`src/logic/rxc_consts.svh`:
```
// offsets, field positions, reset values for receiver config registers
`ifndef RXC_CONSTS_SVH
`define RXC_CONSTS_SVH
`define RXC_OFS_FILT_BW      8'h10
`define RXC_OFS_CENTRE_PA    8'h11
`define RXC_OFS_RECOG        8'h12
`define RXC_OFS_FLOOR_THR    8'h13
`define RXC_OFS_STRENGTH     8'h14
`define RXC_OFS_OOK_PEAK     8'h15
`define RXC_OFS_SYNC_FIRST   8'h16
`define RXC_RST_FILT_BW      8'hA3
`define RXC_RST_CENTRE_PA    8'h38
`define RXC_RST_RECOG        8'h18
`define RXC_RST_FLOOR_THR    8'h0C
`define RXC_RST_STRENGTH     8'h00
`define RXC_RST_OOK_PEAK     8'h00
`define RXC_RST_SYNC         8'h00
`define RXC_MASK_CENTRE_PA   8'hF8
`define RXC_MASK_RECOG       8'hFE
`define RXC_BIT_PA_STEP      3
`define RXC_BIT_POLY_EN      7
`define RXC_BIT_CLK_OFF      6
`define RXC_BIT_RECOG_EN     5
`define RXC_XTAL_REF_KHZ     12800
`define RXC_CENTRE_BASE_KHZ  200
`endif

```
`src/logic/rxc_pkg.sv`:
```
// types for the receiver configuration register bank
package rxc_pkg;
  typedef enum logic [1:0] {
    RXC_SYNC_1B,
    RXC_SYNC_2B,
    RXC_SYNC_3B,
    RXC_SYNC_4B
  } rxc_sync_len_t;
endpackage : rxc_pkg

```
`src/logic/rxc_sync_mem.sv`:
```
// start pattern byte store, registered read data
`timescale 1ns/1ps
module rxc_sync_mem #(
  parameter int DEPTH = 4
) (
  // clock and reset
  input  wire logic             i_clock,
  input  wire logic             i_rst_n,
  // write port
  input  wire logic             i_we,
  input  wire logic [1:0]       i_waddr,
  input  wire logic [7:0]       i_wdata,
  // read port
  input  wire logic [1:0]       i_raddr,
  output logic      [7:0]       o_rdata,
  // all bytes, first byte in the top lane
  output logic      [8*DEPTH-1:0] o_pattern
);
  if (DEPTH != 4)
  begin : g_bad_depth
    $error("rxc_sync_mem: DEPTH must be 4");
  end
  logic [7:0] mem_reg [DEPTH];
  genvar g;
  generate
    for (g = 0; g < DEPTH; g++)
    begin : g_byte
      always_ff @(posedge i_clock or negedge i_rst_n)
      begin
        if (!i_rst_n)
          mem_reg[g] <= 8'h00;
        else if (i_we && i_waddr == 2'(g))
          mem_reg[g] <= i_wdata;
      end
      // byte 0 is sent first, so it sits highest
      assign o_pattern[8*(DEPTH-g)-1 -: 8] = mem_reg[g];
    end
  endgenerate
  always_ff @(posedge i_clock or negedge i_rst_n)
  begin
    if (!i_rst_n)
      o_rdata <= 8'h00;
    else
      o_rdata <= mem_reg[i_raddr];
  end
endmodule : rxc_sync_mem

```
`src/logic/rxc_regs.sv`:
```
// receiver configuration register bank with decoded control outputs
`timescale 1ns/1ps
`include "rxc_consts.svh"
module rxc_regs
  import rxc_pkg::*;
#(
  parameter int XTAL_KHZ = 12800
) (
  // clock and reset
  input  wire logic        i_clock,
  input  wire logic        i_rst_n,
  // register port
  input  wire logic [7:0]  i_addr,
  input  wire logic [7:0]  i_wdata,
  input  wire logic        i_wr,
  input  wire logic        i_rd,
  output logic      [7:0]  o_rdata,
  // measured signal strength from the receive path
  input  wire logic [7:0]  i_strength,
  input  wire logic        i_strength_valid,
  // receive path controls
  output logic      [3:0]  o_lowpass_bw,
  output logic      [3:0]  o_bandpass_bw,
  output logic      [3:0]  o_centre_code,
  output logic      [15:0] o_centre_khz,
  output logic             o_pa_step_regulation_en,
  output logic             o_poly_en,
  output logic             o_clock_recovery_off,
  output logic             o_recovery_run,
  output logic             o_recog_en,
  output logic      [1:0]  o_sync_length_sel,
  output logic      [2:0]  o_sync_bytes,
  output logic      [1:0]  o_sync_tolerance,
  output logic      [31:0] o_sync_pattern,
  output logic      [31:0] o_sync_mask,
  output logic      [7:0]  o_sync_byte_first,
  output logic      [7:0]  o_onoff_floor_threshold,
  output logic      [10:0] o_onoff_floor_tenth_db,
  output logic      [2:0]  o_onoff_peak_decay_step,
  output logic      [6:0]  o_decay_tenth_db,
  output logic      [2:0]  o_onoff_peak_update_rate,
  output logic             o_update_fast,
  output logic      [4:0]  o_update_factor,
  output logic      [1:0]  o_onoff_average_cutoff_sel,
  output logic      [5:0]  o_cutoff_divisor
);
  if (XTAL_KHZ < 1 || XTAL_KHZ > 65535)
  begin : g_bad_xtal
    $error("rxc_regs: XTAL_KHZ out of range");
  end

  logic [7:0] filt_bw_reg;
  logic [7:0] centre_pa_step_regulation_en;
  logic [7:0] recog_reg;
  logic [7:0] floor_thr_reg;
  logic [7:0] strength_reg;
  logic [7:0] ook_peak_reg;
  logic [7:0] rdata_next;
  logic       rd_sync_reg;
  logic [7:0] sync_rdata;
  logic       sync_hit;
  logic [7:0] sync_ofs;

  assign sync_ofs = i_addr - `RXC_OFS_SYNC_FIRST;
  assign sync_hit = i_addr >= `RXC_OFS_SYNC_FIRST && sync_ofs < 8'h04;

  always_ff @(posedge i_clock or negedge i_rst_n)
  begin
    if (!i_rst_n)
      filt_bw_reg <= `RXC_RST_FILT_BW;
    else if (i_wr && i_addr == `RXC_OFS_FILT_BW)
      filt_bw_reg <= i_wdata;
  end

  always_ff @(posedge i_clock or negedge i_rst_n)
  begin
    if (!i_rst_n)
      centre_pa_step_regulation_en <= `RXC_RST_CENTRE_PA;
    else if (i_wr && i_addr == `RXC_OFS_CENTRE_PA)
      centre_pa_step_regulation_en <= i_wdata & `RXC_MASK_CENTRE_PA;
  end

  always_ff @(posedge i_clock or negedge i_rst_n)
  begin
    if (!i_rst_n)
      recog_reg <= `RXC_RST_RECOG;
    else if (i_wr && i_addr == `RXC_OFS_RECOG)
      recog_reg <= i_wdata & `RXC_MASK_RECOG;
  end

  always_ff @(posedge i_clock or negedge i_rst_n)
  begin
    if (!i_rst_n)
      floor_thr_reg <= `RXC_RST_FLOOR_THR;
    else if (i_wr && i_addr == `RXC_OFS_FLOOR_THR)
      floor_thr_reg <= i_wdata;
  end

  // software writes never reach the strength value
  always_ff @(posedge i_clock or negedge i_rst_n)
  begin
    if (!i_rst_n)
      strength_reg <= `RXC_RST_STRENGTH;
    else if (i_strength_valid)
      strength_reg <= i_strength;
  end

  always_ff @(posedge i_clock or negedge i_rst_n)
  begin
    if (!i_rst_n)
      ook_peak_reg <= `RXC_RST_OOK_PEAK;
    else if (i_wr && i_addr == `RXC_OFS_OOK_PEAK)
      ook_peak_reg <= i_wdata;
  end

  rxc_sync_mem #(
    .DEPTH (4)
  ) u_sync (
    .i_clock   (i_clock),
    .i_rst_n   (i_rst_n),
    .i_we      (i_wr && sync_hit),
    .i_waddr   (sync_ofs[1:0]),
    .i_wdata   (i_wdata),
    .i_raddr   (sync_ofs[1:0]),
    .o_rdata   (sync_rdata),
    .o_pattern (o_sync_pattern)
  );

  // read mux; unmapped addresses read zero
  always_comb
  begin
    rdata_next = 8'h00;
    case (i_addr)
      `RXC_OFS_FILT_BW:    rdata_next = filt_bw_reg;
      `RXC_OFS_CENTRE_PA:  rdata_next = centre_pa_step_regulation_en;
      `RXC_OFS_RECOG:      rdata_next = recog_reg;
      `RXC_OFS_FLOOR_THR:  rdata_next = floor_thr_reg;
      `RXC_OFS_STRENGTH:   rdata_next = strength_reg;
      `RXC_OFS_OOK_PEAK:   rdata_next = ook_peak_reg;
      default:             rdata_next = 8'h00;
    endcase
  end

  logic [7:0] rdata_reg;
  always_ff @(posedge i_clock or negedge i_rst_n)
  begin
    if (!i_rst_n)
    begin
      rdata_reg   <= 8'h00;
      rd_sync_reg <= 1'b0;
    end
    else
    begin
      rdata_reg   <= i_rd ? rdata_next : 8'h00;
      rd_sync_reg <= i_rd && sync_hit;
    end
  end
  // pattern bytes come from the memory's own output register
  assign o_rdata = rd_sync_reg ? sync_rdata : rdata_reg;

  assign o_lowpass_bw  = filt_bw_reg[7:4];
  assign o_bandpass_bw = filt_bw_reg[3:0];

  // centre kHz = 200 * (xtal/12800) * (L+1)/8
  logic [31:0] centre_calc;
  assign centre_calc = (32'(`RXC_CENTRE_BASE_KHZ) * 32'(XTAL_KHZ)
                        * (32'(centre_pa_step_regulation_en[7:4]) + 32'd1))
                       / (32'(`RXC_XTAL_REF_KHZ) * 32'd8);
  assign o_centre_code = centre_pa_step_regulation_en[7:4];
  assign o_centre_khz  = centre_calc[15:0];
  assign o_pa_step_regulation_en = centre_pa_step_regulation_en[`RXC_BIT_PA_STEP];

  assign o_poly_en            = recog_reg[`RXC_BIT_POLY_EN];
  assign o_clock_recovery_off = recog_reg[`RXC_BIT_CLK_OFF];
  assign o_recovery_run       = ~recog_reg[`RXC_BIT_CLK_OFF];
  assign o_recog_en           = recog_reg[`RXC_BIT_RECOG_EN];
  assign o_sync_length_sel    = recog_reg[4:3];
  assign o_sync_bytes         = {1'b0, recog_reg[4:3]} + 3'd1;
  assign o_sync_tolerance     = recog_reg[2:1];

  // mask keeps the top bytes: first byte always, more as length grows
  always_comb
  begin
    case (rxc_sync_len_t'(recog_reg[4:3]))
      RXC_SYNC_1B: o_sync_mask = 32'hFF000000;
      RXC_SYNC_2B: o_sync_mask = 32'hFFFF0000;
      RXC_SYNC_3B: o_sync_mask = 32'hFFFFFF00;
      RXC_SYNC_4B: o_sync_mask = 32'hFFFFFFFF;
      default:     o_sync_mask = 32'hFF000000;
    endcase
  end
  assign o_sync_byte_first = o_sync_pattern[31:24];

  assign o_onoff_floor_threshold = floor_thr_reg;
  // tenths of dB: code * 5, full code FFh needs eleven bits
  assign o_onoff_floor_tenth_db  = 11'(floor_thr_reg) * 11'd5;

  assign o_onoff_peak_decay_step = ook_peak_reg[7:5];
  always_comb
  begin
    case (ook_peak_reg[7:5])
      3'h0:    o_decay_tenth_db = 7'd5;
      3'h1:    o_decay_tenth_db = 7'd10;
      3'h2:    o_decay_tenth_db = 7'd15;
      3'h3:    o_decay_tenth_db = 7'd20;
      3'h4:    o_decay_tenth_db = 7'd30;
      3'h5:    o_decay_tenth_db = 7'd40;
      3'h6:    o_decay_tenth_db = 7'd50;
      default: o_decay_tenth_db = 7'd60;
    endcase
  end

  // slow codes: once per 2^n chips; fast codes: 2^(n+1) per chip
  assign o_onoff_peak_update_rate = ook_peak_reg[4:2];
  assign o_update_fast   = ook_peak_reg[4];
  assign o_update_factor = ook_peak_reg[4]
                         ? 5'(5'd2 << ook_peak_reg[3:2])
                         : 5'(5'd1 << ook_peak_reg[3:2]);

  assign o_onoff_average_cutoff_sel = ook_peak_reg[1:0];
  always_comb
  begin
    case (ook_peak_reg[1:0])
      2'h0:    o_cutoff_divisor = 6'd32;
      2'h1:    o_cutoff_divisor = 6'd8;
      2'h2:    o_cutoff_divisor = 6'd4;
      default: o_cutoff_divisor = 6'd2;
    endcase
  end

  // checks
  a_recog_unused_zero: assert property (@(posedge i_clock)
    disable iff (!i_rst_n) recog_reg[0] == 1'b0)
    else $error("recognition unused bit set");
  a_centre_unused_zero: assert property (@(posedge i_clock)
    disable iff (!i_rst_n) centre_pa_step_regulation_en[2:0] == 3'h0)
    else $error("centre unused bits set");
  a_centre_write_takes: assert property (@(posedge i_clock)
    disable iff (!i_rst_n) i_wr && i_addr == `RXC_OFS_CENTRE_PA
    |=> o_centre_code == $past(i_wdata[7:4]))
    else $error("centre code not written");
  a_pa_follows_write: assert property (@(posedge i_clock)
    disable iff (!i_rst_n) i_wr && i_addr == `RXC_OFS_CENTRE_PA
    |=> o_pa_step_regulation_en == $past(i_wdata[3]))
    else $error("regulation bit wrong");
  a_poly_follows_write: assert property (@(posedge i_clock)
    disable iff (!i_rst_n) i_wr && i_addr == `RXC_OFS_RECOG
    |=> o_poly_en == $past(i_wdata[7]))
    else $error("polyphase enable wrong");
  a_recovery_inverted: assert property (@(posedge i_clock)
    disable iff (!i_rst_n) i_wr && i_addr == `RXC_OFS_RECOG
    |=> o_recovery_run == !$past(i_wdata[6]))
    else $error("recovery sense wrong");
  a_recog_follows: assert property (@(posedge i_clock)
    disable iff (!i_rst_n) i_wr && i_addr == `RXC_OFS_RECOG
    |=> o_recog_en == $past(i_wdata[5]))
    else $error("recognition enable wrong");
  a_sync_len_tol: assert property (@(posedge i_clock)
    disable iff (!i_rst_n) i_wr && i_addr == `RXC_OFS_RECOG
    |=> o_sync_bytes == {1'b0, $past(i_wdata[4:3])} + 3'd1
        && o_sync_tolerance == $past(i_wdata[2:1]))
    else $error("pattern length or tolerance wrong");
  a_strength_ro: assert property (@(posedge i_clock)
    disable iff (!i_rst_n) !i_strength_valid |=> $stable(strength_reg))
    else $error("strength changed without update");
  a_cutoff_map: assert property (@(posedge i_clock)
    disable iff (!i_rst_n) ook_peak_reg[1:0] == 2'h0
    |-> o_cutoff_divisor == 6'd32)
    else $error("cutoff divisor wrong");
  a_read_thresh: assert property (@(posedge i_clock)
    disable iff (!i_rst_n)
    i_rd && i_addr == `RXC_OFS_FLOOR_THR && !i_wr
    |=> o_rdata == $past(floor_thr_reg))
    else $error("threshold readback wrong");
  // maps restated in a second form so a slip in one table shows
  a_cutoff_full: assert property (@(posedge i_clock)
    disable iff (!i_rst_n)
    o_cutoff_divisor == (ook_peak_reg[1:0] == 2'h0 ? 6'd32
                         : 6'd16 >> ook_peak_reg[1:0]))
    else $error("cutoff divisor table wrong");
  a_decay_map: assert property (@(posedge i_clock)
    disable iff (!i_rst_n)
    o_decay_tenth_db == (ook_peak_reg[7]
      ? 7'd10 * (7'(ook_peak_reg[6:5]) + 7'd3)
      : 7'd5 * (7'(ook_peak_reg[6:5]) + 7'd1)))
    else $error("decay step table wrong");
  a_update_shape: assert property (@(posedge i_clock)
    disable iff (!i_rst_n)
    $onehot(o_update_factor)
    && o_update_factor[0] == (ook_peak_reg[4:2] == 3'h0)
    && o_update_factor[4] == (ook_peak_reg[4:2] == 3'h7)
    && o_update_fast == ook_peak_reg[4])
    else $error("update rate decode wrong");
  a_strength_load: assert property (@(posedge i_clock)
    disable iff (!i_rst_n)
    i_strength_valid |=> strength_reg == $past(i_strength))
    else $error("strength not loaded");
  a_first_byte_write: assert property (@(posedge i_clock)
    disable iff (!i_rst_n)
    i_wr && i_addr == `RXC_OFS_SYNC_FIRST
    |=> o_sync_byte_first == $past(i_wdata))
    else $error("first pattern byte not written");
  a_first_byte_read: assert property (@(posedge i_clock)
    disable iff (!i_rst_n)
    i_rd && !i_wr && i_addr == `RXC_OFS_SYNC_FIRST
    |=> o_rdata == $past(o_sync_byte_first))
    else $error("first pattern byte readback wrong");
  a_mask_top_byte: assert property (@(posedge i_clock)
    disable iff (!i_rst_n)
    o_sync_mask[31:24] == 8'hFF
    && o_sync_mask[7:0] == {8{recog_reg[4:3] == 2'h3}})
    else $error("pattern mask wrong");
  a_unmapped_read: assert property (@(posedge i_clock)
    disable iff (!i_rst_n)
    i_rd && !sync_hit
    && (i_addr < `RXC_OFS_FILT_BW || i_addr > `RXC_OFS_OOK_PEAK)
    |=> o_rdata == 8'h00)
    else $error("unmapped address read nonzero");

  c_recog_write: cover property (@(posedge i_clock) disable iff (!i_rst_n)
    i_wr && i_addr == `RXC_OFS_RECOG);
  c_sync_read: cover property (@(posedge i_clock) disable iff (!i_rst_n)
    i_rd && sync_hit);
  c_strength_upd: cover property (@(posedge i_clock) disable iff (!i_rst_n)
    i_strength_valid && i_strength != 8'h00);
  c_fast_update: cover property (@(posedge i_clock) disable iff (!i_rst_n)
    o_update_fast);
  c_four_byte_pattern: cover property (@(posedge i_clock)
    disable iff (!i_rst_n) o_sync_bytes == 3'd4 && o_recog_en);
endmodule : rxc_regs

```
`config.mk`:
```
export PLATFORM = sky130hd
export DESIGN_NAME = rxc_regs
export DESIGN_NICKNAME = d
export VERILOG_FILES = /design/src/logic/rxc_pkg.sv /design/src/logic/rxc_sync_mem.sv /design/src/logic/rxc_regs.sv
export VERILOG_INCLUDE_DIRS = /design/src /design/src/logic
export SDC_FILE = /design/constraint.sdc
export NUM_CORES = 1
export LEC_CHECK = 0
export ABC_AREA = 1
export BUFFER_PORTS_ARGS = -buffer_cell sky130_fd_sc_hd__buf_4
export CORE_MARGIN = 8
export CORE_UTILIZATION = 50
export DETAILED_ROUTE_END_ITERATION = 8
export PLACE_DENSITY = 0.83
export SYNTH_ARGS = -nofsm -noshare
export SYNTH_HDL_FRONTEND = slang
export SYNTH_SLANG_ARGS = --single-unit
export TNS_END_PERCENT = 20
```
`constraint.sdc`:
```
create_clock -name i_clock -period 10.42 [get_ports i_clock]
set_clock_uncertainty 0.2 [all_clocks]
set_input_delay 0.521 -clock i_clock [delete_from_list [all_inputs] [get_ports i_clock]]
set_output_delay 0.521 -clock i_clock [all_outputs]
set_load 0.005 [all_outputs]
```
==> reports/qor.txt <==
STATUS
--------------------------------------------------------------------------------------
Run status                                                                finished, final reports clean

FLOORPLANNING
--------------------------------------------------------------------------------------
Standard cell core area                                                      14300 µm²
I/O pin count                                                                      195
Effective utilization at floorplan                                               0.506
Number of placement rows                                                            44
Area of the die                                                              18600 µm²
Die outline width                                                               136 µm
Die height                                                                      136 µm

PLACED DESIGN
--------------------------------------------------------------------------------------
Final HPWL from detailed placement                                            15800 µm
Placer Congestion                                                                0.902
Number of buffer cells added on primary ports                                      178

CRITICAL PATH
--------------------------------------------------------------------------------------
First element of the critical path                                        centre_pa_step_regulation_en[4]
Required time of the worst setup path                                          9.70 ns
Crit path largest cell delay                                                   0.69 ns
Endpoint of the worst register-to-register path                           rdata_reg[3]
Worst setup path endpoint                                                 o_centre_khz[0]
Startpoint types                                                                  flop
Critical R2R Launch                                                       ook_peak_reg[3]
Slack of the worst reg-to-reg path                                             8.92 ns
R2R depth                                                                            4
Crit-path most repeated cell                                                   nand2_1
Biggest fanout along the worst timing path                                          12
Crit-path slowest cell                                                         dfstp_2
CP endpoint kind                                                          primary output
Crit path DAT                                                                  8.20 ns
Worst Path Class, Setup                                                        reg2out

SYNTH
--------------------------------------------------------------------------------------
Number of distinct standard cells referenced by the synthesized netlist             56
Post-synthesis instance area                                                  7240 µm²
Synthesized area divided by synthesized cell count                            7.57 µm²
Share of synthesized area occupied by flip-flops and latches                     0.323
Ys async rst share                                                                1.00
Commonest register cell after synthesis                                        dfrtp_1
Number of storage elements in the synthesis netlist                                 93
Number of flops mapped to enable cells by yosys                                      0
Number of standard cells after synthesis                                           956
Total of warnings raised by yosys                                                    0

POWER
--------------------------------------------------------------------------------------
Int Pwr                                                                       0.844 mW
P_sw                                                                          0.578 mW
Cell leakage power                                                             4.74 nW
Sequential group share of total power                                            0.280
VDD IR max                                                                    0.106 mV
Sw Share                                                                         0.407
Gate power share                                                                 0.479
Relative contribution of the clock network to total power                        0.241
PD cells                                                                    162 nW/µm²

STA
--------------------------------------------------------------------------------------
Time the worst path needs with I/O delays and setup                            8.92 ns
Rel. slew slack                                                                  0.327
Ratio of final minimum period to clock period                                    0.856
Hold Slack                                                                    0.181 ns
Final hold vios                                                                      0
Fin. max-slew vios                                                                   0
Post-route setup TNS                                                              0 ns
Worst Max-Slew Pin Slew                                                        1.01 ns
Setup repair after global routing missed its margin                                 no
Setup violation total in the final timing report                                     0
Max Fclk                                                                       112 MHz

ROUTING
--------------------------------------------------------------------------------------
Total wire length                                                             20000 µm
First-pass iteration count of the detailed router                                    5
DR vias/cell                                                                      5.28
Total vias in the final route                                                     6796
Detailed Route Iter0 Violations                                                    417
Post-DRT Antenna Nets                                                                0
DRC                                                                                  0
Wire length per cell after detailed routing                                    15.5 µm

CLOCK TREE
--------------------------------------------------------------------------------------
CTS H-tree lvls                                                                      3
Sink Count                                                                          93
Buffers inserted during post-CTS setup optimization                                  0
Clock root buffer master                                                     clkbuf_16
Source-to-sink clock delay at the later pin of the worst-skew pair             0.35 ns
Number of buffers created by CTS                                                     9
Clock Path Buffers                                                                   2
Clock tree from TritonCTS                                                         done
Clock transition at the registers of the reported paths                        0.06 ns

GLOBAL ROUTING
--------------------------------------------------------------------------------------
Pin count of the biggest net entering global routing                                74
Aggregate global-route resource usage                                            0.211
Global route overflow                                                                0
Via count of the first global-routing pass                                        6538
Initial antenna violation count                                                      0
Global-route wire length before repair                                        31800 µm

LAYOUT
--------------------------------------------------------------------------------------
Most frequent cells in the layout                                         nand2_1 (217), buf_4 (179), inv_1 (132)
Most common library cell in the layout ignoring fill and taps                  nand2_1
NumNets Final                                                                     1182
Fraction of layout cells with a size suffix above 1                              0.263
Number of inserted filler cells in the final layout                               1262
Syn-to-layout area delta                                                         21.1%
Largest register FFs                                                                32
Total inserted antenna cells                                                         0

MIN PATH
--------------------------------------------------------------------------------------
Min-Delay Path Class                                                            in2reg
Min-Delay Startpoint                                                      i_strength[6]

RUN
--------------------------------------------------------------------------------------
Number of violations of the max-capacitance limit                                    0

[cell usage after synthesis, types with 2 or more instances]
library cell,instances,area [µm²]
xnor2_1,2,17.5
inv_2,5,18.8
buf_4,49,368
o221ai_1,8,70.1
nand3_1,44,220
nand3_4,3,52.6
nand2_1,217,815
a21oi_4,2,32.5
nor2_1,72,270
a41oi_1,2,17.5
clkbuf_1,12,45.0
a31oi_1,4,25.0
nand3_2,8,80.1
a221oi_1,3,26.3
o21ai_0,72,360
fa_1,5,100
a21oi_1,36,180
and2_1,2,12.5
nor3_1,4,20.0
o21ai_1,5,25.0
xor2_1,11,96.3
dfstp_2,11,289
conb_1,2,7.51
a22oi_1,8,60.1
clkinv_1,3,11.3
nor2_4,6,67.6
dfrtp_1,82,2050
inv_1,132,495
mux2_2,8,90.1
or2_2,2,12.5
nand4_1,10,62.6
o22ai_1,8,50.1
nor2_2,4,25.0
nand2_4,13,146
ha_1,49,613
and3_1,2,12.5
nand2_2,25,156
nand3b_1,5,37.5
o21bai_1,2,15.0
a21oi_2,2,17.5
[power by group through the flow]
stage	sequential [mW]	combinational [mW]	clock (mW)
2_1_floorplan	0.400	0.509	0
3_3_place_gp	0.404	0.664	0
3_5_place_dp	0.405	0.676	0
4_1_cts	0.399	0.679	0.341
5_1_grt	0.401	0.764	0.356
6_report	0.399	0.681	0.342
[metal layers]
layer | routed length (µm) | global-route usage | up-vias
li1 | - | - | 3328
met1 | 8210 | 0.263 | 3161
met2 | 9860 | 0.361 | 266
met3 | 1440 | 0.0384 | 41
met4 | 451 | 0.0665 | 0
met5 | 0 | 0 | -
[per-stage QoR]
step                      setup WS [ns]  instances  instance area, µm²  utilization  total power, mW
after floorplan                    2.84        970                7290            -            0.909
after global placement             2.09       1271                8450        0.590             1.07
after detailed placement           1.87       1271                8450        0.590             1.08
after CTS                          1.49       1288                8760        0.612             1.42
after global routing              0.622       1288                8760        0.612             1.52
final                              1.50       1288                8760        0.612             1.42
[worst min-delay path by stage]
stage,endpoint,slack (ns),cells past startpoint
global route,strength_reg[6],0.19,3
floorplan,centre_pa_step_regulation_en[6],0.03,0
finish,strength_reg[6],0.18,3
detailed placement,u_sync.o_pattern[9],0.22,1
CTS,strength_reg[6],0.18,3
global placement,u_sync.o_pattern[1],0.22,1
[cell families (layout without fill, tap and decap cells)]
| group | Yosys count | count (layout) | synth area share |
|---|---|---|---|
| muxes | 8 | 8 | 0.0124 |
| buffers and inverters | 203 | 337 | 0.131 |
| other | 2 | 16 | 0.00104 |
| xor gates and xnor gates | 14 | 14 | 0.0180 |
| adders and majority gates | 54 | 54 | 0.0985 |
| AOI/OAI and AO/OA | 159 | 159 | 0.129 |
| and+or+nand+nor | 423 | 423 | 0.286 |
| DFF | 93 | 93 | 0.323 |
[cell type report]
cell class                      count  area, µm²  area share
Clock buffer                       11        233      0.0266
Clock inverter                      5       75.1     0.00857
Inverter                          141        532      0.0607
Multi-Input combinational cell    674       4000       0.456
Sequential cell                    93       2340       0.267
Tap cell                          184        230      0.0263
Timing Repair Buffer              180       1350       0.154
[critical path: cells and delay by family, from the launching register on]
kind / cells / cell delay (ns)
and+or+nand+nor: 43 / 4.91
adders and majority gates: 5 / 1.80
DFF: 1 / 0.69
xor gates and xnor gates: 1 / 0.27
buffers and inverters: 1 / 0.14
[repair_timing]
action,4_1_cts,5_1_grt
endpoints found under the hold margin,20,0
gates resized for setup,0,0
hold buffers,1,0
No activity file was read; power rests on OpenSTA's default activity.
